==> src/rtl/hbfs_pkg.sv <==
`default_nettype none
package hbfs_pkg;
  localparam int CLK_HZ = 25000000;
  localparam int NUM_CH = 4;
  // Times in microseconds as specified; wake and filter are plain defaults
  localparam int CLEAR_MIN_US = 20;
  localparam int CLEAR_MAX_US = 40;
  localparam int AMBIG_MAX_US = 120;
  localparam int SLEEP_ENTRY_US = 120;
  localparam int WAKE_US = 1000;
  localparam int OCP_FILTER_US = 2;
  localparam int CYC_PER_US = CLK_HZ / 1000000;
  localparam int CLEAR_MIN_CYC = CLEAR_MIN_US * CYC_PER_US;
  localparam int CLEAR_MAX_CYC = CLEAR_MAX_US * CYC_PER_US;
  localparam int AMBIG_MAX_CYC = AMBIG_MAX_US * CYC_PER_US;
  localparam int SLEEP_ENTRY_CYC = SLEEP_ENTRY_US * CYC_PER_US;
  localparam int WAKE_CYC = WAKE_US * CYC_PER_US;
  localparam int OCP_FILTER_CYC = OCP_FILTER_US * CYC_PER_US;
  localparam int PW_W = 16;
  localparam logic [1:0] FAULT_N_RESET = 2'h1;

  typedef struct packed {
    logic supply_uv;
    logic pump_uv;
    logic temp_over;
    logic temp_below_hys;
  } hbfs_mon_t;

  typedef enum logic [1:0] {
    HBFS_SLEEP = 2'b00,
    HBFS_WAKE = 2'b01,
    HBFS_ACTIVE = 2'b10
  } hbfs_state_t;
endpackage : hbfs_pkg
`default_nettype wire

==> src/rtl/hbfs_ocp_filter.sv <==
`default_nettype none
module hbfs_ocp_filter #(
  parameter int FILT_CYC = hbfs_pkg::OCP_FILTER_CYC
) (
  // Clock and reset
  input wire logic clk,
  input wire logic rst_n,
  // Limit indication and clear
  input wire logic limit,
  input wire logic clear,
  output logic trip
);
  localparam int CW = $clog2(FILT_CYC + 2);
  localparam logic [CW-1:0] LIM = CW'(FILT_CYC);
  logic [CW-1:0] cnt_reg;
  wire logic expired = limit && (cnt_reg >= LIM);
  always_ff @(posedge clk) begin
    if (!rst_n) begin
      cnt_reg <= '0;
      trip <= 1'b0;
    end else begin
      cnt_reg <= !limit ? '0 : (expired ? cnt_reg : cnt_reg + 1'b1);
      // Set wins over clear
      if (expired) begin
        trip <= 1'b1;
      end else if (clear) begin
        trip <= 1'b0;
      end
    end
  end
endmodule : hbfs_ocp_filter
`default_nettype wire

==> src/rtl/hbfs_supervisor.sv <==
// Contract
// - Supply undervoltage disables all bridges and pulls fault low.
// - Supply undervoltage also stops the charge pump.
// - Supply undervoltage recovery is automatic once it clears.
// - Pump-rail undervoltage disables bridges, pulls fault low, pump stays on.
// - Pump-rail undervoltage recovery is automatic once it clears.
// - Overcurrent past filter time disables only that half-bridge, fault low.
// - Overcurrent stays latched until sleep-pin clear pulse or power cycle.
// - Overtemperature disables all outputs, stops pump, pulls fault low.
// - Thermal latch clears only after cooling below hysteresis plus clear pulse.
// - Logic held in reset while regulated logic supply is low.
// - After sleep pin falls, wait sleep-entry delay then sleep.
// - In sleep all outputs and charge pump are off.
// - Sleep pin high wakes the device automatically.
// - Active only with sleep pin high and supply good; wake delay first.
// - Low pulse of 20 to 40 us clears faults without sleep.
// - Low time 40 to 120 us clears faults; sleep optional.
// - Clear pulse changes only fault latches, not pump or other blocks.
// - Fault output released after power-up with no fault.
// - Sleep pin low puts every bridge output in high impedance.
`default_nettype none
module hbfs_supervisor #(
  parameter int NCH = hbfs_pkg::NUM_CH,
  parameter int SLEEP_CYC = hbfs_pkg::SLEEP_ENTRY_CYC,
  parameter int WAKE_DLY_CYC = hbfs_pkg::WAKE_CYC,
  parameter int OCP_CYC = hbfs_pkg::OCP_FILTER_CYC
) (
  // Clock and power-on reset
  input wire logic clk,
  input wire logic rst_n,
  // Regulated logic supply good (low holds logic in reset)
  input wire logic logic_supply_ok,
  // Pins and monitors
  input wire logic sleep_control_pin_n,
  input wire hbfs_pkg::hbfs_mon_t mon,
  input wire logic [NCH-1:0] overcurrent_guard,
  // Outputs
  output logic [NCH-1:0] bridge_enable,
  output logic pump_enable,
  output logic ready_for_inputs,
  output logic fault_indicator_out_n_o,
  output logic fault_indicator_out_n_oe
);
  localparam int PW = hbfs_pkg::PW_W;
  localparam logic [PW-1:0] CLR_MIN = PW'(hbfs_pkg::CLEAR_MIN_CYC);
  localparam logic [PW-1:0] AMB_MAX = PW'(hbfs_pkg::AMBIG_MAX_CYC);
  localparam logic [PW-1:0] SLP_CYC = PW'(SLEEP_CYC);
  localparam int WW = $clog2(WAKE_DLY_CYC + 2);
  localparam logic [WW-1:0] WAKE_LIM = WW'(WAKE_DLY_CYC);

  // Internal reset follows logic supply
  wire logic irst_n = rst_n && logic_supply_ok;

  // Pin synchronisation
  wire logic [4:0] raw_in = {sleep_control_pin_n, mon};
  wire logic [4:0] syn;
  hbfs_sync #(.W(5)) u_sync (
    .clk(clk),
    .rst_n(irst_n),
    .d(raw_in),
    .q(syn)
  );
  wire logic sleep_hi = syn[4];
  wire logic s_uv = syn[3];
  wire logic p_uv = syn[2];
  wire logic t_over = syn[1];
  wire logic t_cool = syn[0];

  logic sleep_hi_d_reg;
  logic [PW-1:0] low_cnt_reg;
  hbfs_pkg::hbfs_state_t state_reg;
  logic [WW-1:0] wake_cnt_reg;
  logic therm_latch_reg;

  wire logic rise = sleep_hi && !sleep_hi_d_reg;
  // Low time measured at the rising edge
  wire logic clear_pulse = rise && (low_cnt_reg > CLR_MIN)
                           && (low_cnt_reg < AMB_MAX);
  wire logic sleep_go = !sleep_hi && (low_cnt_reg >= SLP_CYC);

  // Overcurrent filters per half-bridge
  wire logic [NCH-1:0] ocp_trip;
  genvar g;
  generate
    for (g = 0; g < NCH; g++) begin : g_ocp
      hbfs_ocp_filter #(.FILT_CYC(OCP_CYC)) u_ocp (
        .clk(clk),
        .rst_n(irst_n),
        .limit(overcurrent_guard[g]),
        .clear(clear_pulse),
        .trip(ocp_trip[g])
      );
    end
  endgenerate

  wire logic therm_clr = clear_pulse && t_cool && !t_over;
  wire logic therm_next = t_over || (therm_latch_reg && !therm_clr);
  wire logic awake = (state_reg != hbfs_pkg::HBFS_SLEEP);
  wire logic all_off = s_uv || p_uv || therm_latch_reg || !sleep_hi;
  wire logic [NCH-1:0] be_next = all_off ? '0 : ~ocp_trip;
  wire logic pump_next = awake && !s_uv && !therm_latch_reg;
  wire logic any_fault = s_uv || p_uv || therm_latch_reg || (|ocp_trip);

  hbfs_pkg::hbfs_state_t state_next;
  always_comb begin
    state_next = state_reg;
    case (state_reg)
      hbfs_pkg::HBFS_SLEEP: begin
        if (sleep_hi) begin
          state_next = hbfs_pkg::HBFS_WAKE;
        end
      end
      hbfs_pkg::HBFS_WAKE: begin
        if (sleep_go) begin
          state_next = hbfs_pkg::HBFS_SLEEP;
        end else if (sleep_hi && !s_uv && wake_cnt_reg >= WAKE_LIM) begin
          state_next = hbfs_pkg::HBFS_ACTIVE;
        end
      end
      default: begin
        if (sleep_go) begin
          state_next = hbfs_pkg::HBFS_SLEEP;
        end
      end
    endcase
  end

  always_ff @(posedge clk) begin
    if (!irst_n) begin
      sleep_hi_d_reg <= 1'b0;
      low_cnt_reg <= '0;
      state_reg <= hbfs_pkg::HBFS_SLEEP;
      wake_cnt_reg <= '0;
      therm_latch_reg <= 1'b0;
      bridge_enable <= '0;
      pump_enable <= 1'b0;
      ready_for_inputs <= 1'b0;
      fault_indicator_out_n_o <= 1'b0;
      fault_indicator_out_n_oe <= 1'b0;
    end else begin
      sleep_hi_d_reg <= sleep_hi;
      low_cnt_reg <= sleep_hi ? (rise ? low_cnt_reg : '0)
                   : ((&low_cnt_reg) ? low_cnt_reg : low_cnt_reg + 1'b1);
      if (sleep_hi && !rise) begin
        low_cnt_reg <= '0;
      end
      state_reg <= state_next;
      wake_cnt_reg <= (state_reg == hbfs_pkg::HBFS_WAKE && s_uv == 1'b0 && sleep_hi
                       && wake_cnt_reg < WAKE_LIM) ? wake_cnt_reg + 1'b1
                      : (state_reg == hbfs_pkg::HBFS_WAKE ? wake_cnt_reg : '0);
      therm_latch_reg <= therm_next;
      bridge_enable <= (state_next == hbfs_pkg::HBFS_SLEEP) ? '0 : be_next;
      pump_enable <= pump_next && (state_next != hbfs_pkg::HBFS_SLEEP);
      ready_for_inputs <= (state_next == hbfs_pkg::HBFS_ACTIVE) && sleep_hi && !s_uv;
      fault_indicator_out_n_o <= 1'b0;
      fault_indicator_out_n_oe <= any_fault;
    end
  end

  // Assertions
  property p_supply_uv;
    @(posedge clk) disable iff (!irst_n)
      s_uv |=> (bridge_enable == '0) && !pump_enable && fault_indicator_out_n_oe;
  endproperty
  a_supply_uv: assert property (p_supply_uv) else $error("supply undervoltage not handled");

  property p_uv_off;
    @(posedge clk) disable iff (!irst_n) s_uv |=> fault_indicator_out_n_oe;
  endproperty
  a_uv_off: assert property (p_uv_off) else $error("fault not pulled on undervoltage");

  property p_uv_pump;
    @(posedge clk) disable iff (!irst_n) s_uv |=> !pump_enable;
  endproperty
  a_uv_pump: assert property (p_uv_pump) else $error("pump on in undervoltage");

  property p_uv_recover;
    @(posedge clk) disable iff (!irst_n)
      $fell(s_uv) && !p_uv && !therm_latch_reg && (ocp_trip == '0) |=> !fault_indicator_out_n_oe;
  endproperty
  a_uv_recover: assert property (p_uv_recover) else $error("no recovery from undervoltage");

  property p_pump_uv_keep;
    @(posedge clk) disable iff (!irst_n)
      p_uv && !s_uv && !therm_latch_reg && awake && (state_next != hbfs_pkg::HBFS_SLEEP)
      |=> pump_enable;
  endproperty
  a_pump_uv_keep: assert property (p_pump_uv_keep) else $error("pump stopped on rail low");

  property p_pump_uv_recover;
    @(posedge clk) disable iff (!irst_n)
      $fell(p_uv) && !s_uv && !therm_latch_reg && (ocp_trip == '0) |=> !fault_indicator_out_n_oe;
  endproperty
  a_pump_uv_recover: assert property (p_pump_uv_recover) else $error("no rail recovery");
  property p_pump_uv;
    @(posedge clk) disable iff (!irst_n) p_uv |=> (bridge_enable == '0) && fault_indicator_out_n_oe;
  endproperty
  a_pump_uv: assert property (p_pump_uv) else $error("pump rail undervoltage not handled");
  property p_therm;
    @(posedge clk) disable iff (!irst_n) t_over |=> ##1 !pump_enable && (bridge_enable == '0);
  endproperty
  a_therm: assert property (p_therm) else $error("thermal shutdown not applied");
  property p_therm_hold;
    @(posedge clk) disable iff (!irst_n) therm_latch_reg && !clear_pulse |=> therm_latch_reg;
  endproperty
  a_therm_hold: assert property (p_therm_hold) else $error("thermal latch lost");
  generate
    for (g = 0; g < NCH; g++) begin : g_ocp_chk
      property p_ocp_off;
        @(posedge clk) disable iff (!irst_n) ocp_trip[g] |=> !bridge_enable[g];
      endproperty
      a_ocp_off: assert property (p_ocp_off) else $error("tripped bridge driven");
      property p_ocp_hold;
        @(posedge clk) disable iff (!irst_n) ocp_trip[g] && !clear_pulse |=> ocp_trip[g];
      endproperty
      a_ocp_hold: assert property (p_ocp_hold) else $error("overcurrent latch lost");
    end
  endgenerate

  property p_ocp_fault;
    @(posedge clk) disable iff (!irst_n) (|ocp_trip) |=> fault_indicator_out_n_oe;
  endproperty
  a_ocp_fault: assert property (p_ocp_fault) else $error("overcurrent not reported");

  property p_ocp_pump;
    @(posedge clk) disable iff (!irst_n)
      (|ocp_trip) && !s_uv && !therm_latch_reg && awake && (state_next != hbfs_pkg::HBFS_SLEEP)
      |=> pump_enable;
  endproperty
  a_ocp_pump: assert property (p_ocp_pump) else $error("pump stopped on overcurrent");

  property p_therm_set;
    @(posedge clk) disable iff (!irst_n) t_over |=> therm_latch_reg;
  endproperty
  a_therm_set: assert property (p_therm_set) else $error("thermal latch not set");

  property p_therm_fault;
    @(posedge clk) disable iff (!irst_n) therm_latch_reg |=> fault_indicator_out_n_oe;
  endproperty
  a_therm_fault: assert property (p_therm_fault) else $error("thermal not reported");

  property p_therm_hot;
    @(posedge clk) disable iff (!irst_n) therm_latch_reg && !t_cool |=> therm_latch_reg;
  endproperty
  a_therm_hot: assert property (p_therm_hot) else $error("thermal cleared while hot");

  // Outputs forced off while the logic supply is low
  property p_logic_reset;
    @(posedge clk)
      !irst_n |=> (bridge_enable == '0) && !pump_enable && !fault_indicator_out_n_oe;
  endproperty
  a_logic_reset: assert property (p_logic_reset) else $error("outputs live in reset");

  property p_sleep_entry;
    @(posedge clk) disable iff (!irst_n)
      (state_reg == hbfs_pkg::HBFS_ACTIVE) && sleep_go |=> state_reg == hbfs_pkg::HBFS_SLEEP;
  endproperty
  a_sleep_entry: assert property (p_sleep_entry) else $error("sleep not entered");

  property p_no_early_sleep;
    @(posedge clk) disable iff (!irst_n)
      (state_reg != hbfs_pkg::HBFS_SLEEP) && !sleep_go |=> state_reg != hbfs_pkg::HBFS_SLEEP;
  endproperty
  a_no_early_sleep: assert property (p_no_early_sleep) else $error("sleep too early");

  property p_sleep_bridge;
    @(posedge clk) disable iff (!irst_n)
      state_reg == hbfs_pkg::HBFS_SLEEP |-> bridge_enable == '0;
  endproperty
  a_sleep_bridge: assert property (p_sleep_bridge) else $error("bridge on in sleep");

  property p_wake;
    @(posedge clk) disable iff (!irst_n)
      (state_reg == hbfs_pkg::HBFS_SLEEP) && sleep_hi |=> state_reg == hbfs_pkg::HBFS_WAKE;
  endproperty
  a_wake: assert property (p_wake) else $error("no wake on pin high");

  property p_wake_wait;
    @(posedge clk) disable iff (!irst_n)
      (state_reg == hbfs_pkg::HBFS_WAKE) && (wake_cnt_reg < WAKE_LIM) |=> !ready_for_inputs;
  endproperty
  a_wake_wait: assert property (p_wake_wait) else $error("ready before wake delay");

  property p_clear_no_sleep;
    @(posedge clk) disable iff (!irst_n)
      clear_pulse && (state_reg != hbfs_pkg::HBFS_SLEEP) |=> state_reg != hbfs_pkg::HBFS_SLEEP;
  endproperty
  a_clear_no_sleep: assert property (p_clear_no_sleep) else $error("sleep on clear");

  property p_clear_ocp;
    @(posedge clk) disable iff (!irst_n)
      clear_pulse && !(|overcurrent_guard) |=> ocp_trip == '0;
  endproperty
  a_clear_ocp: assert property (p_clear_ocp) else $error("overcurrent not cleared");

  property p_clear_pump;
    @(posedge clk) disable iff (!irst_n)
      clear_pulse && $stable(s_uv) && $stable(therm_latch_reg) && $stable(state_reg)
      && (state_next == state_reg) |=> $stable(pump_enable);
  endproperty
  a_clear_pump: assert property (p_clear_pump) else $error("pump changed by clear");

  property p_fault_data;
    @(posedge clk) disable iff (!irst_n) !fault_indicator_out_n_o;
  endproperty
  a_fault_data: assert property (p_fault_data) else $error("fault line driven high");

  property p_fault_set;
    @(posedge clk) disable iff (!irst_n) any_fault |=> fault_indicator_out_n_oe;
  endproperty
  a_fault_set: assert property (p_fault_set) else $error("fault not reported");

  property p_pulse_meas;
    @(posedge clk) disable iff (!irst_n)
      !sleep_hi && !(&low_cnt_reg) |=> low_cnt_reg == $past(low_cnt_reg) + 1'b1;
  endproperty
  a_pulse_meas: assert property (p_pulse_meas) else $error("low time not counted");
  property p_sleep_low;
    @(posedge clk) disable iff (!irst_n) !sleep_hi |=> bridge_enable == '0;
  endproperty
  a_sleep_low: assert property (p_sleep_low) else $error("bridge driven with sleep low");
  property p_sleep_state;
    @(posedge clk) disable iff (!irst_n) state_reg == hbfs_pkg::HBFS_SLEEP |-> !pump_enable;
  endproperty
  a_sleep_state: assert property (p_sleep_state) else $error("pump on in sleep");
  property p_fault_rel;
    @(posedge clk) disable iff (!irst_n) !any_fault |=> !fault_indicator_out_n_oe;
  endproperty
  a_fault_rel: assert property (p_fault_rel) else $error("fault held without source");
  property p_ready;
    @(posedge clk) disable iff (!irst_n) ready_for_inputs |-> $past(sleep_hi) && !$past(s_uv);
  endproperty
  a_ready: assert property (p_ready) else $error("active without conditions");
endmodule : hbfs_supervisor
`default_nettype wire

==> src/rtl/hbfs_sync.sv <==
`default_nettype none
module hbfs_sync #(
  parameter int W = 1
) (
  // Clock and reset
  input wire logic clk,
  input wire logic rst_n,
  // Data
  input wire logic [W-1:0] d,
  output logic [W-1:0] q
);
  logic [W-1:0] s1_reg;
  logic [W-1:0] s2_reg;
  logic [W-1:0] s3_reg;
  wire logic [W-1:0] agree = ~(s2_reg ^ s3_reg);
  wire logic [W-1:0] q_next = (agree & s3_reg) | (~agree & q);
  always_ff @(posedge clk) begin
    if (!rst_n) begin
      s1_reg <= '0;
      s2_reg <= '0;
      s3_reg <= '0;
      q <= '0;
    end else begin
      s1_reg <= d;
      s2_reg <= s1_reg;
      s3_reg <= s2_reg;
      q <= q_next;
    end
  end
endmodule : hbfs_sync
`default_nettype wire
==> config.mk <==
export PLATFORM = sky130hd
export DESIGN_NAME = hbfs_supervisor
export DESIGN_NICKNAME = d
export VERILOG_FILES = /design/src/rtl/hbfs_pkg.sv /design/src/rtl/hbfs_ocp_filter.sv /design/src/rtl/hbfs_supervisor.sv /design/src/rtl/hbfs_sync.sv
export SDC_FILE = /design/constraint.sdc
export NUM_CORES = 1
export LEC_CHECK = 0
export BUFFER_PORTS_ARGS = -buffer_cell sky130_fd_sc_hd__buf_2
export CORE_ASPECT_RATIO = 1.5
export CORE_MARGIN = 4
export CORE_UTILIZATION = 45
export DETAILED_ROUTE_END_ITERATION = 12
export PLACE_DENSITY = 0.73
export SETUP_SLACK_MARGIN = 0.5
export SLEW_MARGIN = 20
export SYNTH_ARGS = -nofsm -noshare
export SYNTH_HDL_FRONTEND = slang
export SYNTH_SLANG_ARGS = --single-unit
==> constraint.sdc <==
create_clock -name clk -period 3.2 [get_ports clk]
set_input_delay 0.16 -clock clk [delete_from_list [all_inputs] [get_ports clk]]
set_output_delay 0.16 -clock clk [all_outputs]
set_load 0.005 [all_outputs]
# After elaboration in Yosys (flattened, before gate mapping)

Index checks and enable logic that the tools add are counted.

Bitwise operators: 9
Reductions and logical operators: 52
Shifts and indexed selects: 0
Equality and inequality tests: 5
$add $sub $neg: 6
Order comparisons: 9
Divide/modulo/power cells: 0
Multipliers: 0
Mux-type cells: 15

Operator list:

| cell                                                           | count |
|---|---|
| 2-to-1 mux 16 bit                                              | 3 |
| 2-to-1 mux 15 bit                                              | 2 |
| adder 6 x 1 -> 6 bit, second input constant                    | 4 |
| >= comparator 6 bit, second input constant                     | 4 |
| logical AND 1 bit                                              | 23 |
| adder 16 x 1 -> 16 bit, second input constant                  | 1 |
| >= comparator 16 x 12 -> 1 bit, second input constant          | 1 |
| greater-than comparator 16 x 9 -> 1 bit, second input constant | 1 |
| < comparator 16 x 12 -> 1 bit, second input constant           | 1 |
| AND reduction 16 bit                                           | 1 |
| adder 15 x 1 -> 15 bit, second input constant                  | 1 |
| >= comparator 15 bit, second input constant                    | 1 |
| < comparator 15 bit, second input constant                     | 1 |
| nonzero test 2 bit                                             | 6 |
| AND 5 bit                                                      | 2 |
| NOT 5 bit                                                      | 2 |
| AND reduction 2 bit                                            | 5 |
| 2-to-1 mux 2 bit                                               | 4 |
| zero test 1 bit                                                | 7 |
| logical OR 1 bit                                               | 5 |
| 2-to-1 mux 1 bit                                               | 5 |
| bitwise OR 5 bit                                               | 1 |
| bitwise XOR 5 bit                                              | 1 |
| zero test 2 bit                                                | 2 |
| other kinds (10)                                               | 12 |

Memories kept: 0
Bits in writable memories: 0
Latch bits: 0
Bits in registers: 90
ROM bits: 0
Bits of input ports: 12

# Logic depth before layout (Yosys ltp)

Gate-level depths: netlist of the first run.

Depth in word-level cells: 9
Depth in mapped cells: 7
Depth with buffers taken out: 7

# Hierarchy

A second synthesis of the first run with hierarchy kept.

Cell total of the unflattened synthesis: 456
Area total of the unflattened synthesis: 4,115.2 µm²

By module, submodules not included:

| module          | instances | cells an instance | area an instance (µm²) |
|---|---|---|---|
| hbfs_supervisor | 1         | 248               | 2,092.0 |
| hbfs_ocp_filter | 4         | 39                | 354.1 |
| hbfs_sync       | 1         | 52                | 606.8 |

# Worst setup path before layout of the first run

No wires, ideal clock.

Path type: register -> register
From: register low_cnt_reg[0]
To: register low_cnt_reg[1]
Library setup time: 118 ps
Cell stages (with the launch flop): 7
Setup slack: 1,647 ps
Arrival: 1,435 ps
Period minus slack after synthesis: 1,553 ps
Required time: 3,082 ps
Path through: dfxtp_1 ha_1 nand3_1 nor3_2 a21oi_1 mux2i_1 nor2_1

Cells in the longest elaborated chain, start to end: 3

RTL lines:

| what                                                                  | line                   | source |
|---|---|---|
| from (decl)                                                           | hbfs_supervisor.sv:70  | `logic [PW-1:0] low_cnt_reg;` |
| from (signal assigned)                                                | hbfs_supervisor.sv:142 | `low_cnt_reg <= sleep_hi ? (rise ? low_cnt_reg : '0)` |
| adder 16 x 1 -> 16 bit / AND reduction 16 bit (equally long branches) | hbfs_supervisor.sv:143 | `: ((&low_cnt_reg) ? low_cnt_reg : low_cnt_reg + 1'b1);` |
| 2-to-1 mux 16 bit / != test 2 x 1 -> 1 bit (equally long branches)    | n/a                    |  |
| 2-to-1 mux 16 bit / AND reduction 2 bit (equally long branches)       | n/a                    |  |

Several ways; a longest one is shown, not always the timed one. The select of a mux whose other input is x is not followed.
A chain may end at the register's enable or synchronous reset.

==> results.md, run 1 <==
• **maximum clock insertion buffer count** 2
• **Register-to-Register Setup Slack** 1.24 ns
• **# fillers** 806
• **setup total negative slack** 0 ns
• **max_slew headroom** 51.8%
• **flip-flop and latch count after synthesis** 90
• **final-report setup violation count** 0
• **Die Area** 0.0104 mm²
• **count of input and output buffers** 18
• **maximum clock frequency** 510 MHz
• **detailed-placement wirelength estimate** 4.96 mm
• **capturing point of the worst reg2reg path** wake_cnt_reg[6]
• **TritonCTS clock tree** built
• **average routed wire per standard cell** 12.7 µm
• **path category of the worst min-delay check** primary input to register
• **IO Count** 20
• **Tot Pwr** 2220 µW
• **buffer cell driving the clock tree root** clkbuf_16
• **share of final-layout standard cells stronger than drive strength 1** 11.1%
• **Setup Crit Path Kind** register to register
• **fraction of synthesized cell area taken by the top area cell type** 45.6%
• **Maximum Capacitance Violations** 0
• **async set-reset flop share out of synthesis** 0%
• **cell area after layout** 0.00439 mm²
• **number of post-CTS setup repair buffers** 0
• **Initial DRT Pass Iterations** 4
• **nets in the synthesized netlist** 453
• **initial core utilization** 46.6%
• **number of different library cells in the post-synthesis netlist** 50
• **number of enable-type register cells in the synthesized netlist** 0
• **Final Skew** 0.00498 ns
• **H-Tree Depth** 3
• **Clk pwr share** 47.2%
• **clock transition time at the flip-flop clock pins of the worst setup and hold paths** 0.06 ns
• **Critical Path Sink Type** register
• **post-placement cell count** 541
• **Yosys warning count** 0
• **antenna violations before repair** 0
• **count of antenna-violating nets left after detailed routing** 0
• **pwr/cell area** 506 mW/mm²
• **Reg area** 0.00180 mm²
• **Layout Area Growth over Synthesis** 11.3%
• **post-CTS sizing** 0
• **register share of total power** 51.1%
• **actual slew at the worst max-slew pin** 0.723 ns
• **die outline width** 84.5 µm
• **mean area per synthesized cell** 9.20 µm²
• **routed vias/inst** 5.38
• **worst r2r path cells** 5
• **worst skew pair latency** 0.33 ns
• **first-pass GRT wire length** 12.2 mm
• **max FFs per register** 24
• **data required time of the critical path** 3.41 ns
• **layer with the highest usage after global routing** met2
• **GRT met1 Usage** 15.8%
• **largest net degree at the start of global routing** 19
• **arrival time of the worst setup path** 2.17 ns
• **prevailing post-synth register cell** dfxtp_1
• **CP Capture Point** wake_cnt_reg[6]
• **switching fraction of total power** 19.7%
• **cell internal pwr** 1780 µW
• **biggest fanout along the worst timing path** 17
• **number of hold buffers added after CTS** 0
• **GR Overflow Total** 0
• **initial drt markers** 128
• **cell types with the largest area share after synthesis** dfxtp_1 46%, xnor2_1 6.7%, nor2_1 4.8%, and3_1 4.3%, a21oi_1 3.9%
• **post-detailed-placement cell area** 0.00409 mm²
• **n_diodes** 0
• **share of power burned in combinational logic** 1.7%
• **sequential fraction of the synthesis area** 45.6%
• **RSZ-0062 raised after global routing** false
• **gpl congestion** 0.805
• **post-synthesis instance area** 0.00395 mm²
• **fraction of met2 tracks used by global routing** 26.1%
• **via count of the first global-routing pass** 2828
• **overall via count from detail_route** 2989
• **Final #Nets** 469
• **Total Wirelength** 7.05 mm
• **leading area contributor after synthesis** dfxtp_1
• **met3 global-route usage** 3.29%
• **run status** completed
• **Final Slew Violations** 0
• **IR drop worst, VDD** 0.000410 V
• **GR Util All Layers** 14.5%
• **fraction of the cycle the final worst path needs** 61.2%
• **instance count of the mapped netlist** 429
• **core region area** 0.00846 mm²
• **Die Height** 123 µm
• **total DRC errors in the routed layout** 0
• **leakage power total** 0.00160 µW
• **row count** 41
• **clock net sink count** 90
• **final hold violation count** 0
• **post-route non-filler standard cell count** 556
• **multi-input logic area** 0.00203 mm²
• **total CTS buffers** 9
• **Min Clock Period, post-route** 1.96 ns
• **nature of the critical path startpoint** register
• **switching power** 437 µW
through the flow:
step	util [%]	setup WS, ns	hold slack [ns]
after floorplan	-	1.65	0.306
final	51.9	1.24	0.0635
after global routing	51.9	1.11	0.0605
after CTS	51.9	1.22	0.0487
after global placement	48.3	1.36	0.402
after detailed placement	48.3	1.31	0.401
synth_stat cells, types with 2 or more instances:
master     n
a211oi_1   5
o41ai_2    4
nor3b_1    2
nand4b_1   2
buf_4      2
nand4_1    2
ha_1      12
o21ai_0    9
mux2i_1    2
and4_1     3
o21a_1     2
a21oi_1   31
nor4_1     8
xor2_1    13
nor2_1    50
dfxtp_1   90
buf_6      3
nand2_1   40
clkbuf_1   6
buf_2      2
a211oi_2   2
nor2b_1    7
nand3_1   21
nor3_1    12
nand2b_1   6
o211ai_1   2
nor4_4     3
and3_1    27
a31oi_1    2
xnor2_1   30
inv_1     10
power by group through the flow:
stage               Combinational (µW)  Sequential (µW)  Clock [µW]
floorplan                         25.0             1160           0
detailed placement                38.1             1160           0
global route                      44.2             1140        1110
finish                            38.2             1130        1050
global placement                  36.8             1160           0
CTS                               38.7             1130        1080
cells by family after synthesis:
family / after synthesis / synth area share [%]
AND/OR/NAND/NOR: 193 / 26.2
flip-flops: 90 / 45.6
AO/OA/AOI/OAI: 65 / 11.2
XOR/XNOR: 43 / 9.54
buffers and inverters: 23 / 3.01
adder cells (fa/ha/maj): 12 / 3.80
multiplexers: 2 / 0.507
other: 1 / 0.0950
final cells by class:
| type | count | share of cell area, % |
|---|---|---|
| Inverter | 10 | 0.854 |
| Sequential cell | 90 | 41.0 |
| Timing Repair Buffer | 18 | 2.05 |
| Clock inverter | 4 | 1.17 |
| Tap cell | 107 | 3.05 |
| Multi-Input combinational cell | 316 | 46.1 |
| Clock buffer | 11 | 5.75 |
per-layer routing:
layer | vias to the layer above | share of wire, %
li1 | 1532 | -
met1 | 1409 | 43
met2 | 38 | 53
met3 | 10 | 2.7
met4 | 0 | 2.1
met5 | - | 0
cell usage in the layout, fill, tap and decap left out, types with 3 or more instances in the layout:
cell        n
dfxtp_1    90
nor2_1     50
nand2_1    40
a21oi_1    31
xnor2_1    30
and3_1     27
nand3_1    21
buf_2      18
xor2_1     13
nor3_1     12
ha_1       12
inv_1      10
o21ai_0     9
clkbuf_16   9
nor4_1      8
nor2b_1     7
nand2b_1    6
a211oi_1    5
o41ai_2     4
and4_1      3
nor4_4      3
worst min-delay path by stage:
stage                                   start               end  slack (ns)  depth (start not counted)
after detailed placement  sleep_control_pin_n  u_sync.s1_reg[4]        0.40                          2
after global placement    sleep_control_pin_n  u_sync.s1_reg[4]        0.40                          2
final                                  mon[0]  u_sync.s1_reg[0]        0.06                          2
after CTS                 sleep_control_pin_n  u_sync.s1_reg[4]        0.05                          2
after floorplan               logic_supply_ok  u_sync.s1_reg[0]        0.31                          1
after global routing                   mon[1]  u_sync.s1_reg[1]        0.06                          2
critical path, stage by stage (launching register included):
cell     delay [ns]
dfxtp_1        0.68
and2b_1        0.27
o21ai_2        0.22
nor4_1         0.42
xnor2_1        0.18
nor2_1         0.05
(Power assumes the default switching activity.)
==> inputs of run 2 (changes only) <==
PLACE_DENSITY = 0.75   (was 0.73)
clock period = 1.8 ns   (was 3.2 ns; I/O delays follow)
==> results.md, run 2 (synthesis gave the netlist of run 1 again) <==
• **run status** completed
• **count of antenna-violating nets left after detailed routing** 0, unchanged
• **initial drt markers** 146, +14%
• **Setup Crit Path Kind** register to register
• **H-Tree Depth** 3, unchanged
• **Final Slew Violations** 0, unchanged
• **GR Util All Layers** 17.6%, +3.1 points
• **setup total negative slack** 0 ns, unchanged
• **CP peak stage delay** 0.34 ns, -0.34 ns
• **antenna violations before repair** 0, unchanged
• **cells along the critical path** o21a_1 -> o21a_4 -> buf_4 -> nor4_4 -> xnor2_1 -> nor2_1
• **Tot Pwr** 4020 µW, +81%
• **routed vias/inst** 5.47, +1.7%
• **clock net sink count** 90, unchanged
• **fraction of met2 tracks used by global routing** 31.9%, +5.8 points
• **arrival time of the worst setup path** 1.77 ns, -0.40 ns
• **overall via count from detail_route** 3330, +11%
• **row count** 41, unchanged
• **IR drop worst, VDD** 0.000671 V, +64%
• **first-pass GRT wire length** 14.7 mm, +20%
• **post-placement cell count** 554, +2.4%
• **met3 global-route usage** 2.96%, -0.34 points
• **core region area** 0.00846 mm², unchanged
• **TritonCTS clock tree** built
• **least setup slack across all paths after layout** 0.258 ns, -0.984 ns
• **data required time of the critical path** 2.03 ns, -1.38 ns
• **Die Height** 123 µm, unchanged
• **fraction of the cycle the final worst path needs** 85.7%, +24 points
• **average routed wire per standard cell** 15.1 µm, +19%
• **buffer cell driving the clock tree root** clkbuf_16
• **worst skew pair latency** 0.34 ns, about the same
• **Layout Area Growth over Synthesis** 35.2%
• **maximum clock frequency** 648 MHz, +27%
• **leakage power total** 0.00197 µW, +23%
• **Final Skew** 0.00933 ns, +0.00435 ns
• **share of final-layout standard cells stronger than drive strength 1** 36.3%, +25 points
• **die outline width** 84.5 µm, unchanged
• **count of input and output buffers** 18, unchanged
• **Reg area** 0.00186 mm², +3.5%
• **GRT met1 Usage** 19.1%, +3.4 points
• **actual slew at the worst max-slew pin** 0.522 ns, -0.201 ns
• **layer with the highest usage after global routing** met2
• **nature of the critical path startpoint** register
• **GR Overflow Total** 0, unchanged
• **pwr/cell area** 753 mW/mm², +49%
• **post-route non-filler standard cell count** 609, +9.5%
• **clock transition time at the flip-flop clock pins of the worst setup and hold paths** 0.07 ns, about the same
• **highest-count cells in the layout ignoring fill and taps** 60 x dfxtp_1, 47 x nor2_1, 41 x buf_4
• **RSZ-0062 raised after global routing** true
• **final hold violation count** 0, unchanged
• **# fillers** 646, -20%
• **worst setup slack before clock tree synthesis** 0.110 ns, -1.20 ns
• **final-report setup violation count** 0, unchanged
• **Initial DRT Pass Iterations** 4, unchanged
• **detailed-placement wirelength estimate** 5.50 mm, +11%
• **gpl congestion** 0.812, +0.82%
• **largest net degree at the start of global routing** 18, -1
• **IO Count** 20, unchanged
• **Min Clock Period, post-route** 1.54 ns, -0.416 ns
• **max FFs per register** 24, unchanged
• **CP max stage cell** dfxtp_2
• **max_slew headroom** 65.2%, +13 points
• **biggest fanout along the worst timing path** 6, -11
• **initial core utilization** 46.6%, unchanged
• **multi-input logic area** 0.00248 mm², +22%
• **Critical Path Sink Type** register
• **path category of the worst min-delay check** primary input to register
• **Die Area** 0.0104 mm², unchanged
• **total DRC errors in the routed layout** 0, unchanged
• **total CTS buffers** 9, unchanged
• **Total Wirelength** 9.19 mm, +30%
• **n_diodes** 0, unchanged
• **Final #Nets** 521, +11%
• **via count of the first global-routing pass** 3289, +16%
• **Maximum Capacitance Violations** 0, unchanged
• **commonest non-fill, non-tap cell in the layout** dfxtp_1
• **maximum clock insertion buffer count** 2, unchanged
[run 2: cell count changes in the layout (fill, tap and decap cells not counted), sizes merged]
| cell | before | now |
|---|---|---|
| inv | 10 | 13 |
| dlygate4sd3 | 0 | 5 |
| clkinvlp | 1 | 2 |
| clkbuf | 11 | 10 |
| o21ai | 10 | 11 |
| clkinv | 2 | 0 |
| buf | 18 | 64 |
[run 2: report_power, final]
part	internal [µW]	switching, µW	total [µW]
Sequential	1990	11.0	2000
Clock	1100	808	1900
Combinational	52.9	58.0	111
Total	3140	877	4020
[run 2: area by class of cell]
type | instances | area share (%)
clock inverter | 6 | 1.38
sequential | 90 | 34.9
multi-input combinational | 317 | 46.4
clock buffer | 10 | 4.29
tap | 107 | 2.51
timing repair buffer | 69 | 9.78
inverter | 10 | 0.703
[run 2: path summary, 6_finish.rpt]
path	start	to	slack, ns	depth (start not counted)
max	wake_cnt_reg[3]	wake_cnt_reg[10]	0.26	6
min	overcurrent_guard[1]	g_ocp[1].u_ocp.cnt_reg[2]	0.10	3
max reg2reg	wake_cnt_reg[3]	wake_cnt_reg[10]	0.26	6
min reg2reg	g_ocp[1].u_ocp.trip	bridge_enable[1]	0.45	1
[run 2: layer usage]
metal | vias up | part of all wire [%]
met1 | 1589 | 39
met2 | 81 | 54
li1 | 1635 | -
met5 | - | 0
met4 | 0 | 3.1
met3 | 25 | 3.7
[run 2: worst max-delay path, delay by kind of cell, from the launching register on]
family | cells | cell delay, ns
AOI/OAI and AO/OA | 2 | 0.45
xor gates and xnor gates | 1 | 0.15
buffers and inverters | 1 | 0.18
DFF | 1 | 0.34
and+or+nand+nor | 2 | 0.31
[run 2: what timing repair did]
action | CTS | global route
pin swaps | 34 | 33
endpoints found under the hold margin | 5 | 0
hold buffers | 5 | 0
buffers inserted | 23 | 10
cloned | 1 | 0
endpoints found under the setup margin | 57 | 53
resized for setup | 47 | 42
[run 2: stage by stage]
step           utilization [%]  instance area, µm²  hold WS [ns]
5_1_grt                   63.0                5340         0.136
6_report                  63.0                5340         0.104
2_1_floorplan                -                4110         0.236
3_3_place_gp              51.4                4350         0.333
3_5_place_dp              51.4                4350         0.332
4_1_cts                   60.0                5080         0.101
==> inputs of run 3 (changes only) <==
RECOVER_POWER = 50   (was unset)
SETUP_SLACK_MARGIN = 0.1   (was 0.5)
==> results.md, run 3 (synthesis gave the netlist of run 1 again) <==
• **run status** completed
• **nature of the critical path startpoint** register
• **buffer cell driving the clock tree root** clkbuf_16
• **H-Tree Depth** 3, unchanged
• **data required time of the critical path** 2.03 ns, about the same
• **share of final-layout standard cells stronger than drive strength 1** 14.3%, -22 points
• **leakage power total** 0.00166 µW, -16%
• **IR drop worst, VDD** 0.000622 V, -7.3%
• **post-detailed-placement cell area** 0.00419 mm², -3.7%
• **setup total negative slack** 0 ns, unchanged
• **total CTS buffers** 9, unchanged
• **initial drt markers** 119, -18%
• **Final Slew Violations** 0, unchanged
• **Min Clock Period, post-route** 1.60 ns, +0.0612 ns
• **initial core utilization** 46.6%, unchanged
• **die outline width** 84.5 µm, unchanged
• **Total Wirelength** 7.48 mm, -19%
• **fraction of the cycle the final worst path needs** 89.1%, +3.4 points
• **# fillers** 765, +18%
• **arrival time of the worst setup path** 1.84 ns, +0.07 ns
• **max_slew headroom** 64.7%, -0.47 points
• **clock transition time at the flip-flop clock pins of the worst setup and hold paths** 0.06 ns, about the same
• **Initial DRT Pass Iterations** 4, unchanged
• **cell area after layout** 0.00457 mm², -14%
• **Reg area** 0.00181 mm², -3.1%
• **Setup Crit Path Kind** register to register
• **IO Count** 20, unchanged
• **core region area** 0.00846 mm², unchanged
• **final hold violation count** 0, unchanged
• **Final Skew** 0.00512 ns, -0.00421 ns
• **largest net degree at the start of global routing** 19, +1
• **multi-input logic area** 0.00207 mm², -16%
• **highest-count cells in the layout ignoring fill and taps** 88 x dfxtp_1, 50 x nor2_1, 40 x nand2_1
• **detailed-placement wirelength estimate** 5.25 mm, -4.7%
• **Die Area** 0.0104 mm², unchanged
• **path category of the worst min-delay check** primary input to register
• **Register-to-Register Setup Slack** 0.20 ns, -0.06 ns
• **final-report setup violation count** 0, unchanged
• **final core occ** 54.0%, -9.0 points
• **gpl congestion** 0.888, +9.4%
• **maximum clock frequency** 624 MHz, -3.8%
• **commonest non-fill, non-tap cell in the layout** dfxtp_1
• **Layout Area Growth over Synthesis** 15.9%
• **max FFs per register** 24, unchanged
• **GR Overflow Total** 0, unchanged
• **count of input and output buffers** 18, unchanged
• **Final #Nets** 488, -6.3%
• **total DRC errors in the routed layout** 0, unchanged
• **count of antenna-violating nets left after detailed routing** 0, unchanged
• **RSZ-0062 raised after global routing** true
• **clock net sink count** 90, unchanged
• **pwr/cell area** 848 mW/mm², +13%
• **Critical Path Sink Type** register
• **maximum clock insertion buffer count** 2, unchanged
• **worst skew pair latency** 0.34 ns, about the same
• **TritonCTS clock tree** built
• **routed vias/inst** 5.33, -2.6%
• **average routed wire per standard cell** 13.0 µm, -14%
• **actual slew at the worst max-slew pin** 0.527 ns, +0.00516 ns
• **overall via count from detail_route** 3069, -7.8%
• **first-pass GRT wire length** 13.0 mm, -11%
• **biggest fanout along the worst timing path** 6, unchanged
• **Maximum Capacitance Violations** 0, unchanged
• **GR Util All Layers** 15.6%, -2.0 points
• **n_diodes** 0, unchanged
• **row count** 41, unchanged
• **antenna violations before repair** 0, unchanged
• **via count of the first global-routing pass** 3010, -8.5%
• **Die Height** 123 µm, unchanged
-- run 3: cell count changes in the layout (fill, tap and decap cells not counted), sizes merged --
cell,previous run,this run
clkbuf,10,19
buf,64,26
clkinvlp,2,0
o21ai,11,10
clkinv,0,3
bufinv,1,0
inv,13,10
-- run 3: timing repair --
| action | in CTS | in global routing |
|---|---|---|
| hold buffers | 5 | 0 |
| gates resized for setup | 1 | 12 |
| buffers inserted | 0 | 1 |
| pin swaps | 0 | 1 |
| endpoints found under the setup margin | 1 | 21 |
| hold endpoints to repair | 5 | 0 |
-- run 3: final cells by class --
class | instances | area share, %
repair buffers | 37 | 5.14
well taps | 107 | 2.93
clock inverters | 3 | 0.492
flip-flops and latches | 90 | 39.5
inverters | 10 | 0.821
multi-input cells | 316 | 45.2
clock buffers | 13 | 5.91
-- run 3: per-layer routing --
layer | vias up | part of all wire [%] | global-route usage (%)
li1 | 1568 | - | -
met1 | 1428 | 42 | 17.1
met2 | 53 | 52 | 27.5
met3 | 20 | 3.4 | 4.57
met4 | 0 | 2.8 | 7.33
met5 | - | 0 | 0
-- run 3: path summary, 6_finish.rpt --
| kind | start | to | cells after the start |
|---|---|---|---|
| worst max-delay path | low_cnt_reg[0] | therm_latch_reg | 7 |
| worst min register to register | g_ocp[2].u_ocp.trip | bridge_enable[2] | 1 |
| worst min-delay path | overcurrent_guard[0] | g_ocp[0].u_ocp.cnt_reg[2] | 3 |
| worst max register to register | low_cnt_reg[0] | therm_latch_reg | 7 |
-- run 3: metrics by stage --
stage	instances	hold WS (ns)	power, µW	setup slack (ns)
finish	576	0.101	3880	0.196
floorplan	429	0.236	2100	0.247
detailed placement	554	0.332	2130	0.105
CTS	575	0.0933	3940	0.100
global route	576	0.138	4020	0.0528
global placement	554	0.330	2130	0.148
-- run 3: critical path: stages (launching register included) --
cell and delay, ns:
dfxtp_4 0.37, inv_1 0.05, ha_1 0.18, nor2b_1 0.11
o2111ai_1 0.12, a211o_1 0.40, nor3b_2 0.21, nor2_1 0.06
-- run 3: power breakdown --
| group | switching, µW | leakage, µW | internal [µW] | total [µW] |
|---|---|---|---|---|
| Combinational | 43.7 | 0.000786 | 35.3 | 79.0 |
| Clock | 733 | 0.000146 | 1050 | 1780 |
| Sequential | 11.3 | 0.000728 | 2010 | 2020 |
